<file path="src/verilog/mdpa_cfg.svh">
// Purpose: Constants for the multi-device phase alignment block
// Assumes: Single 250 MHz core clock, no register bus
// Notes: Plain ports carry all control and status bits
// Summary of operation
// - Dual-source mode aligns timing to external strobe
// - FIFO absorbs skew; aligned devices read together
// - Strobe sampled in conversion clock domain
// - FIFO alarms shown in status and pin
// - PLL mode derives internal strobe from reference
// - Rising alignment edge resets feedback dividers
// - No fixed phase to frame or data clock
`ifndef MDPA_CFG_SVH
`define MDPA_CFG_SVH
`define MDPA_DIV_W 4
`define MDPA_DIV_MAX 4'hF
`define MDPA_PTR_W 3
`define MDPA_PTR_RST 3'h4
`define MDPA_FB_W 5
`define MDPA_FB_MAX 5'h1F
`define MDPA_SEL_W 4
`define MDPA_SEL_OFF 4'h0
`define MDPA_SEL_STROBE 4'h1
`define MDPA_ALM_W 3
`define MDPA_ALM_COLL 2
`endif

</file>
<file path="src/verilog/mdpa_pkg.sv">
// Purpose: Types for the multi-device phase alignment block
// Assumes: Constants come from mdpa_cfg.svh
// Notes: Control and status travel as packed structs
`include "mdpa_cfg.svh"
package mdpa_pkg;
    typedef struct packed {
        logic pllMode;
        logic clkdivSyncEna;
        logic clkdivSyncSel;
        logic ndivSyncEna;
        logic [`MDPA_SEL_W-1:0] fifoInSel;
    } mdpa_ctrl_t;
    typedef struct packed {
        logic [`MDPA_ALM_W-1:0] alarmStatus;
        logic alarmPin;
        logic [`MDPA_DIV_W-1:0] clkDiv;
        logic [`MDPA_PTR_W-1:0] readPtr;
        logic [`MDPA_FB_W-1:0] fbDiv;
    } mdpa_stat_t;
endpackage
</file>
<file path="src/verilog/mdpa_align.sv">
// Purpose: Strobe-driven divider and FIFO pointer alignment
// Assumes: core_clk is the conversion clock; pins are asynchronous
// Notes: Alarm inputs are sticky until alarmClear
`timescale 1ns/10ps
`include "mdpa_cfg.svh"
module mdpa_align
    import mdpa_pkg::*;
(
    input wire logic core_clk,
    input wire logic rst_n,
    input wire logic strobeIn,
    input wire logic alignPulse,
    input wire mdpa_ctrl_t ctrl,
    input wire logic [`MDPA_ALM_W-1:0] alarmIn,
    input wire logic alarmClear,
    output mdpa_stat_t stat,
    output logic strobeEvent
);
    logic strobeS1_ff, strobeS2_ff, strobeS3_ff;
    logic alignS1_ff, alignS2_ff, alignS3_ff;
    logic [`MDPA_DIV_W-1:0] clkDiv_ff, nxt_clkDiv;
    logic [`MDPA_PTR_W-1:0] readPtr_ff, nxt_readPtr;
    logic [`MDPA_FB_W-1:0] fbDiv_ff, nxt_fbDiv;
    logic [`MDPA_ALM_W-1:0] alarm_ff, nxt_alarm;
    logic extEdge, intStrobe, fbReset, divReset, ptrReset;
    logic nxt_strobeS1, nxt_strobeS2, nxt_strobeS3;
    logic nxt_alignS1, nxt_alignS2, nxt_alignS3;
    logic [`MDPA_FB_W:0] gapCnt_ff, nxt_gapCnt;

    // Next values of the synchroniser chains
    always_comb
    begin
        nxt_strobeS1 = strobeIn;
        nxt_strobeS2 = strobeS1_ff;
        nxt_strobeS3 = strobeS2_ff;
        nxt_alignS1 = alignPulse;
        nxt_alignS2 = alignS1_ff;
        nxt_alignS3 = alignS2_ff;
    end

    // Pin synchronisers and edge history
    always_ff @(posedge core_clk or negedge rst_n)
    begin
        if (!rst_n)
        begin
            strobeS1_ff <= 1'b0;
            strobeS2_ff <= 1'b0;
            strobeS3_ff <= 1'b0;
            alignS1_ff <= 1'b0;
            alignS2_ff <= 1'b0;
            alignS3_ff <= 1'b0;
        end
        else
        begin
            strobeS1_ff <= nxt_strobeS1;
            strobeS2_ff <= nxt_strobeS2;
            strobeS3_ff <= nxt_strobeS3;
            alignS1_ff <= nxt_alignS1;
            alignS2_ff <= nxt_alignS2;
            alignS3_ff <= nxt_alignS3;
        end
    end

    always_comb
    begin
        extEdge = strobeS2_ff && !strobeS3_ff;
        fbReset = ctrl.pllMode && ctrl.ndivSyncEna && alignS2_ff && !alignS3_ff;
        intStrobe = (fbDiv_ff == `MDPA_FB_MAX);
        strobeEvent = ctrl.pllMode ? intStrobe : extEdge;
        divReset = strobeEvent && ctrl.clkdivSyncEna && ctrl.clkdivSyncSel;
        ptrReset = strobeEvent && (ctrl.fifoInSel == `MDPA_SEL_STROBE);
        nxt_fbDiv = fbReset ? '0 : fbDiv_ff + 1'b1;
        nxt_clkDiv = divReset ? '0 : clkDiv_ff + 1'b1;
        nxt_readPtr = ptrReset ? `MDPA_PTR_RST : readPtr_ff + 1'b1;
        nxt_alarm = (alarm_ff & ~{`MDPA_ALM_W{alarmClear}}) | alarmIn;
    end

    always_ff @(posedge core_clk or negedge rst_n)
    begin
        if (!rst_n)
        begin
            fbDiv_ff <= '0;
            clkDiv_ff <= '0;
            readPtr_ff <= `MDPA_PTR_RST;
            alarm_ff <= '0;
        end
        else
        begin
            fbDiv_ff <= nxt_fbDiv;
            clkDiv_ff <= nxt_clkDiv;
            readPtr_ff <= nxt_readPtr;
            alarm_ff <= nxt_alarm;
        end
    end

    always_comb
    begin
        stat.alarmStatus = alarm_ff;
        stat.alarmPin = |alarm_ff;
        stat.clkDiv = clkDiv_ff;
        stat.readPtr = readPtr_ff;
        stat.fbDiv = fbDiv_ff;
    end

    // Cycles since the last internal strobe or feedback divider reset, for the period check
    always_comb
    begin
        if (intStrobe || fbReset)
        begin
            nxt_gapCnt = '0;
        end
        else if (gapCnt_ff != 6'h3F)
        begin
            nxt_gapCnt = gapCnt_ff + 6'h01;
        end
        else
        begin
            nxt_gapCnt = gapCnt_ff;
        end
    end

    always_ff @(posedge core_clk or negedge rst_n)
    begin
        if (!rst_n)
        begin
            gapCnt_ff <= '0;
        end
        else
        begin
            gapCnt_ff <= nxt_gapCnt;
        end
    end
endmodule // mdpa_align

</file>
<file path="config.mk">
export PLATFORM = sky130hd
export DESIGN_NAME = mdpa_align
export DESIGN_NICKNAME = d
export VERILOG_FILES = /design/src/verilog/mdpa_pkg.sv /design/src/verilog/mdpa_align.sv
export VERILOG_INCLUDE_DIRS = /design/src /design/src/verilog
export SDC_FILE = /design/constraint.sdc
export NUM_CORES = 1
export LEC_CHECK = 0
export ABC_AREA = 1
export BUFFER_PORTS_ARGS = -buffer_cell sky130_fd_sc_hd__buf_2
export CAP_MARGIN = 10
export CORE_MARGIN = 1
export CORE_UTILIZATION = 45
export CTS_CLUSTER_SIZE = 30
export DETAILED_ROUTE_END_ITERATION = 10
export PLACE_DENSITY_LB_ADDON = 0.3
export SLEW_MARGIN = 20
export SYNTH_ARGS = -nofsm -noshare
export SYNTH_HDL_FRONTEND = slang
export SYNTH_SLANG_ARGS = --single-unit
</file>
<file path="constraint.sdc">
create_clock -name core_clk -period 1.6 [get_ports core_clk]
set_clock_uncertainty 0.05 [all_clocks]
set_input_delay 0.32 -clock core_clk [delete_from_list [all_inputs] [get_ports core_clk]]
set_output_delay 0.32 -clock core_clk [all_outputs]
set_load 0.01 [all_outputs]
</file>
==> results of run 1 <==
repair_timing:
| action | CTS | global route |
|---|---|---|
| setup buffers | 2 | 0 |
| endpoints found under the setup margin | 1 | 1 |
| endpoints found under the hold margin | 20 | 0 |
| gates resized for setup | 2 | 4 |
| hold buffers | 1 | 0 |
| pin swaps | 0 | 4 |
critical path, cell delays in order, from the launching register on:
cell     delay [ns]
dfrtp_1        0.37
ha_2           0.19
nand2_2        0.06
nor2_2         0.12
ha_2           0.18
nand2_2        0.07
nand2_4        0.06
buf_6          0.09
worst max-delay path by stage:
stage	end
finish	strobeEvent
global route	strobeEvent
CTS	strobeEvent
detailed placement	strobeEvent
global placement	strobeEvent
floorplan	strobeEvent
registers in the layout, indices dropped and copies added (netlist names):
| signal | flops |
|---|---|
| fbDiv_ff | 5 |
| clkDiv_ff | 4 |
| alarm_ff | 3 |
| readPtr_ff | 3 |
| alignS1_ff | 1 |
| alignS2_ff | 1 |
| alignS3_ff | 1 |
| nxt_strobeS2 | 1 |
| nxt_strobeS3 | 1 |
| strobeS3_ff | 1 |
through the flow:
stage,utilization (%),setup WS [ns],cell area (sq um),instances
CTS,63.4,-0.227,1110,144
global placement,60.1,0.0891,1050,137
detailed placement,60.1,0.0665,1050,137
finish,64.2,-0.213,1120,144
global route,64.2,-0.314,1120,144
floorplan,-,0.133,843,78
synthesized netlist by cell type:
library cell / count / area (sq um)
nor2_1: 7 / 26.3
xnor2_1: 2 / 17.5
inv_2: 1 / 3.75
nor2_2: 1 / 6.26
nand2_1: 10 / 37.5
nand3b_4: 1 / 20.0
o21bai_1: 3 / 22.5
o21ai_0: 1 / 5.00
ha_1: 4 / 50.1
dfrtp_1: 20 / 500
nand2_4: 1 / 11.3
a21oi_1: 7 / 35.0
nand3_1: 4 / 20.0
inv_1: 13 / 48.8
dfstp_2: 1 / 26.3
nand4_1: 2 / 12.5
routing by layer:
layer | wire length (um) | vias up | GRT usage, %
li1 | - | 328 | -
met1 | 594 | 303 | 20.4
met2 | 747 | 31 | 26.1
met3 | 100 | 4 | 6.00
met4 | 32 | 0 | 10.9
met5 | 0 | - | 0
power groups by stage:
stage | clock (uW) | sequential, uW | combinational [uW]
after CTS | 259 | 799 | 564
after detailed placement | 0 | 817 | 523
final | 251 | 802 | 573
after global placement | 0 | 804 | 507
after global routing | 287 | 822 | 661
after floorplan | 0 | 870 | 239
layout make-up:
class	instances	area, sq um	share of cell area (%)
Multi-Input combinational cell	43	277	24.7
Clock buffer	3	22.5	2.01
Inverter	14	52.6	4.69
Timing Repair Buffer	37	206	18.4
Tap cell	25	31.3	2.79
Sequential cell	21	527	47.0
Clock inverter	1	5.00	0.446
cell families (layout without fill, tap and decap cells):
group           after synthesis  after routing  share of synthesized area, %
fa+ha+maj                     4              4                          5.93
flops                        21             21                          62.5
compound gates               11             11                          7.42
xor+xnor                      2              2                          2.08
simple gates                 26             26                          15.9
buf+inv                      14             55                          6.23
==> results, run 1 <==
- Across the VDD grid, the largest voltage drop is 0.000733 V.
- The source of the worst register-to-register timing path is fbDiv_ff[1].
- The die covers approximately 0.0021 sq mm.
- In this run, the clock network consumes 15.4% of the power.
- The via count of the first global-routing pass is approximately 560.
- After global routing the overflow that remains totals 0.
- Setup violations remaining at the end of the flow were counted as 1.
- STA classifies the critical path startpoint as a register.
- Counting the buffers created by CTS gives 3.
- Dividing total power by cell area gives a power density of between 1000 and 1500 mW/mm^2.
- The number of nets produced by synthesis is around 100.
- The total net switching power is between 500 and 600 uW.
- Clock tree synthesis selected as its root buffer the cell clkbuf_4.
- After detailed routing, the number of remaining DRC violations is 0.
- In the final routed layout, each cell accounts on average for approximately 10 um.
- The flow ran to the end, but the final reports show violations.
- The filler cell count is 148.
- The critical path in this run is classified as reg2out.
- The clock transition time at the flip-flop clock pins of the worst setup and hold paths is between 0.1 and 0.15 ns.
- The DRC violation total after the first TritonRoute iteration is 2.
- The clock tree buffer depth is 2.
- The post-detailed-route via-to-cell ratio is 4.63.
- The number of port buffers is 32.
- The instance count of the mapped netlist is 78.
- The tightest min-delay check is of the in2reg type.
- The post-synthesis sequential area ratio is ~62%.
- The post-synthesis average cell area is 10.8 sq um.
- The combined global-route utilization of all metal layers is between 10% and 20%.
- The effective utilization at floorplan is about half.
- The net count of the finished layout is 140.
- The critical path endpoint category is a primary output.
- The minimum clock period after layout is 1.81 ns.
- The switching part of the total power is approximately a third.
- The first global-routing pass estimated around 2300 um of wire.
- The number of H-tree levels is 1.
- The worst path arrival time is ~1.4 ns.
- The final reports fail on setup timing.
- Setup repair after global routing could not meet its margin everywhere.
- The total power draw is about 1600 uW.
- The startpoint of the most critical setup path is fbDiv_ff[1].
- The initial antenna violation count is 0.
- The most common library cell in the layout ignoring fill and taps is buf_2.
- Along the worst path, the maximum fanout reaches 2.
- The library cells used most frequently in the layout, excluding fill and tap cells, are buf_2, dfrtp_1, inv_1, nand2_1, a21oi_1.
- The startpoint identified for the worst hold timing path is strobeIn.
- The half-perimeter wire length of the detailed placement result is approximately 1100 um.
- The length of the first detailed-routing pass in iterations is 4.
- The largest net degree at the start of global routing is 22.
- The number of slew-limit violations in the final report came to 0.
- Per report_power, the sequential group accounts for 49.3% of the total.
- The internal power component is between 1000 and 1500 uW.
- Wires add up to between 1000 and 1500 um.
- The total via count in the routed design is 666.
- The count of endpoints failing hold in the final timing report came to 0.
- The growth of design area from synthesis to finish is 32.9%.
- The capturing point of the worst reg2reg path is readPtr_ff[1].
- The share of post-route cells with drive strength above 1 is 42.0%.
- The accumulated negative setup slack is -0.213 ns.
- The worst setup slack after layout is -0.213 ns.
- The core outline area is roughly 0.0017 sq mm.
- The fmax is 0.551 GHz.
- For the worst flop-to-flop path, the logic depth is 8.
- 33 I/O pins were placed.
- For flop-to-flop paths, the worst setup slack is about 0.19 ns.
- In this run, synthesis produced a sequential element count of 21.
- The clock tree from TritonCTS is built.
- The weighted congestion at the end of routability-driven global placement is 0.750.
- The static leakage is 0.000612 uW.
- The endpoint of the worst hold-timing path is nxt_strobeS2.
- The source-to-sink clock delay at the later pin of the worst-skew pair is 0.30 ns.
- The number of cells on the worst hold path is 1.
- The reported max-cap violation count is 0.
- In this run the horizontal extent of the chip is 45.3 um.
- The post-detailed-route count of antenna-violating nets is 0.
- The number of different library cells used by synthesis comes to 16.
- The vertical die dimension is 45.3 um.
- The row count is 15.
- The antenna diode count is 0.
- The critical path required time is 1.23 ns.
- The count of warnings emitted by yosys is 0.
- The tree built by TritonCTS fans out to 21 sinks.
- The worst-case headroom to the max-slew limit is a little over two thirds.
- The final hold slack is roughly 0.065 ns.
- The slew at the pin closest to its max-slew limit is roughly 0.44 ns.
- Of the total power, combinational logic draws 35.3%.
- The portion of the clock cycle consumed by the worst path in the final layout is 113%.
- The post-synthesis instance area is between 800 and 900 sq um.
No activity file was read; power rests on OpenSTA's default activity.
==> inputs of run 2 (changes only) <==
==> constraint.sdc (replaced) <==
create_clock -name core_clk -period 1.6 [get_ports core_clk]
set_clock_uncertainty 0.05 [all_clocks]
set_input_delay 0.16 -clock core_clk [delete_from_list [all_inputs] [get_ports core_clk]]
set_output_delay 0.16 -clock core_clk [all_outputs]
set_load 0.01 [all_outputs]
==> run 2 against run 1 <==
Net effect:
- the run still ends with setup timing left
- register-to-register slack about the same
- setup slack better by 0.18 ns
- fmax up 11%
- critical path depth unchanged
- design area up 7.4%
- sequential share of layout area down 3.2 points
- total power up 1.8%
- combinational power up 4.4%
- via count up 2.0%
- final cell count up 5.6%
- non-clock buffer count up 8
- worst hold slack better by 0.047 ns
==> results, run 2 (synthesis gave the netlist of run 1 again) <==
- The flow ran to the end, but the final reports show violations.
- The final reports fail on setup timing.
- The number of clock sinks was 21 (unchanged).
- The clock transition time at the flip-flop clock pins of the worst setup and hold paths was 0.12 ns (about the same).
- The width of the die is 45.3 um (unchanged).
- The final standard cell count with taps included and fillers excluded is 152 (+5.6%).
- The worst setup path is captured at a primary output.
- The reported max-cap violation count is 0 (unchanged).
- The total via count in the routed design is 679 (+2.0%).
- The total of endpoints with negative setup slack in the final report came to 1 (unchanged).
- The boundary pin count is 33 (unchanged).
- The initial antenna violation count is 0 (unchanged).
- The capturing point of the worst reg2reg path is readPtr_ff[1].
- The antenna diode count is 0 (unchanged).
- The clock tree root driver cell is clkbuf_4.
- The area of all placed cells without fillers is 0.00120 sq mm (+7.4%).
- The number of cells on the worst hold path is 6 (+5).
- The die outline area is 0.00205 sq mm (unchanged).
- The portion of the clock cycle consumed by the worst path in the final layout is 102% (-12 points).
- The number of H-tree levels was 1 (unchanged).
- The startpoint identified for the worst register-to-register timing path is fbDiv_ff[1].
- TritonCTS built the clock tree.
- The number of slew-limit violations in the final report was 0 (unchanged).
- The length of the first detailed-routing pass in iterations is 1 (-3).
- The DRC violation total after the first TritonRoute iteration was 0 (-2).
- The power density relative to cell area is 1370 mW/mm^2 (-5.2%).
- The slew at the pin closest to its max-slew limit was 0.442 ns (+0.00303 ns).
- The half-perimeter wire length of the detailed placement result is 1020 um (-3.1%).
- Setup repair after global routing could not meet its margin everywhere.
- The number of placed instances with taps included is 135 (-1.5%).
- For hold timing, the worst endpoint is readPtr_ff[2].
- Relative to the synthesized area, the layout overhead comes to 42.7%.
- Traced cell by cell, the critical path runs through ha_2, nand2_2, nor2_2, ha_2, nand2_2, nand2_4, buf_6.
- The count of endpoints failing hold in the final timing report is 0 (unchanged).
- The effective utilization at floorplan is 48.3% (unchanged).
- The biggest fanout along the worst timing path came to 2 (unchanged).
- The share of post-route cells with drive strength above 1 was 39.4% (-2.6 points).
- The critical path buffer and inverter count is 1 (unchanged).
- The post-detailed-route via-to-cell ratio is 4.47 (-3.4%).
- The source-to-sink clock delay at the later pin of the worst-skew pair came to 0.30 ns (about the same).
- The count of cells along the worst register-to-register path came to 8 (unchanged).
- The remaining global-route overflow was 0 (unchanged).
- STA classifies the critical path startpoint as a register.
- The static leakage is 0.000639 uW (+4.4%).
- The average detailed-routed wire length per instance is 10.6 um (+3.1%).
- The combined global-route utilization of all metal layers is 17.7% (+0.62 points).
- The CTS buffer count is 3 (unchanged).
- In the layout the commonest cells are buf_2, dfrtp_1, inv_1, dlygate4sd3_1, nand2_1.
- The area after detailed placement was 0.00103 sq mm (-1.4%).
- The worst reg-to-reg setup slack was 0.20 ns (about the same).
- The core outline area came to 0.00175 sq mm (unchanged).
- The largest net degree at the start of global routing is 22 (unchanged).
- The most flop-heavy register is fbDiv_ff.
- The number of port buffers is 32 (unchanged).
- The worst setup path is of the reg2out kind.
- The worst-case headroom to the max-slew limit is 70.5% (-0.20 points).
- The total number of nets in the final design is 148 (+5.7%).
- The residual DRC count came to 0 (unchanged).
- In this run the worst hold path is classified as in2reg.
- The worst path arrival time came to 1.42 ns (-0.02 ns).
- The filler cell count came to 144 (-2.7%).
- The vertical die dimension came to 45.3 um (unchanged).
- The critical path required time is 1.39 ns (+0.16 ns).
- The via count of the first global-routing pass is 587 (+5.0%).
- The wire length of the first global-routing pass is 2500 um (+7.7%).
- The largest stage delay on the critical path is 0.37 ns (about the same).
- The post-detailed-route count of antenna-violating nets is 0 (unchanged).
- The cell family contributing the most delay on the critical path is flip-flops.
- The worst setup slack after layout is -0.0284 ns (+0.185 ns).
- The most common library cell in the layout ignoring fill and taps is buf_2.
- The row count was 15 (unchanged).
- The flip-flop count of the largest register, all copies and words added is 5 (unchanged).
- The final wirelength is 1600 um (+8.8%).
- The largest registers in the layout are fbDiv_ff: 5 flops, clkDiv_ff: 4 flops.
- The weighted congestion at the end of routability-driven global placement is 0.767 (+2.4%).
- The maximum resistive drop on vdd came to 0.000825 V (+13%).
- The fmax is 0.614 GHz (+11%).
- The cell with the largest stage delay on the worst path is dfrtp_1.
- The minimum clock period after layout came to 1.63 ns (-0.185 ns).
- The clock tree buffer depth is 2 (unchanged).
- The hold path startpoint is ctrl[3].
-- run 2: cell count changes in the layout (fill, tap and decap cells not counted), sizes merged --
cell         before  now
clkinvlp          0    1
dlygate4sd3       1    9
clkinv            1    0
-- run 2: worst max path at each step --
stage                              end   startpoint  cells past startpoint
after CTS                  strobeEvent  fbDiv_ff[0]                      7
after detailed placement   strobeEvent  fbDiv_ff[0]                      7
final                      strobeEvent  fbDiv_ff[1]                      7
after global routing       strobeEvent  fbDiv_ff[0]                      7
after global placement     strobeEvent  fbDiv_ff[0]                      7
after floorplan           clkDiv_ff[0]  fbDiv_ff[0]                      7
-- run 2: power by group --
group	switching [uW]	internal (uW)	total [uW]
Sequential	119	684	802
Combinational	298	300	598
Clock	160	95.1	255
Total	576	1080	1650
-- run 2: worst min-delay path, stage by stage --
cell and delay [ns]:
buf_2 0.07, inv_1 0.03, nand2_1 0.04, nor2_1 0.06
nand2_1 0.06, nand2_1 0.05
-- run 2: timing repair --
item	in CTS	in global routing
hold endpoints to repair	25	0
resized for setup	4	2
setup buffers	3	1
hold buffers	9	0
pin swaps	2	4
endpoints found under the setup margin	1	1
-- run 2: final cells by class --
type	count	area, sq um	share of cell area [%]
multi-input combinational	43	277	23.0
sequential	21	527	43.8
clock buffer	3	22.5	1.87
tap	25	31.3	2.60
clock inverter	1	7.51	0.624
timing repair buffer	45	287	23.8
inverter	14	52.6	4.37
-- run 2: through the flow --
stage / utilization (%) / setup TNS (ns) / setup WS (ns) / power [uW] / hold slack (ns)
after floorplan: - / 0 / 0.260 / 1110 / -0.186
after global placement: 59.3 / 0 / 0.176 / 1310 / 0.0792
after detailed placement: 59.3 / 0 / 0.148 / 1320 / 0.0860
after CTS: 68.2 / -0.0507 / -0.0507 / 1640 / 0.0948
after global routing: 69.0 / -0.138 / -0.138 / 1790 / 0.129
final: 69.0 / -0.0284 / -0.0284 / 1650 / 0.112
-- run 2: layer usage --
| layer | GRT usage [%] | vias to the layer above | share of wire (%) |
|---|---|---|---|
| met5 | 0 | - | 0 |
| met4 | 9.09 | 0 | 0.56 |
| met3 | 3.60 | 2 | 3.6 |
| met2 | 27.5 | 20 | 50 |
| met1 | 23.3 | 312 | 46 |
| li1 | - | 345 | - |
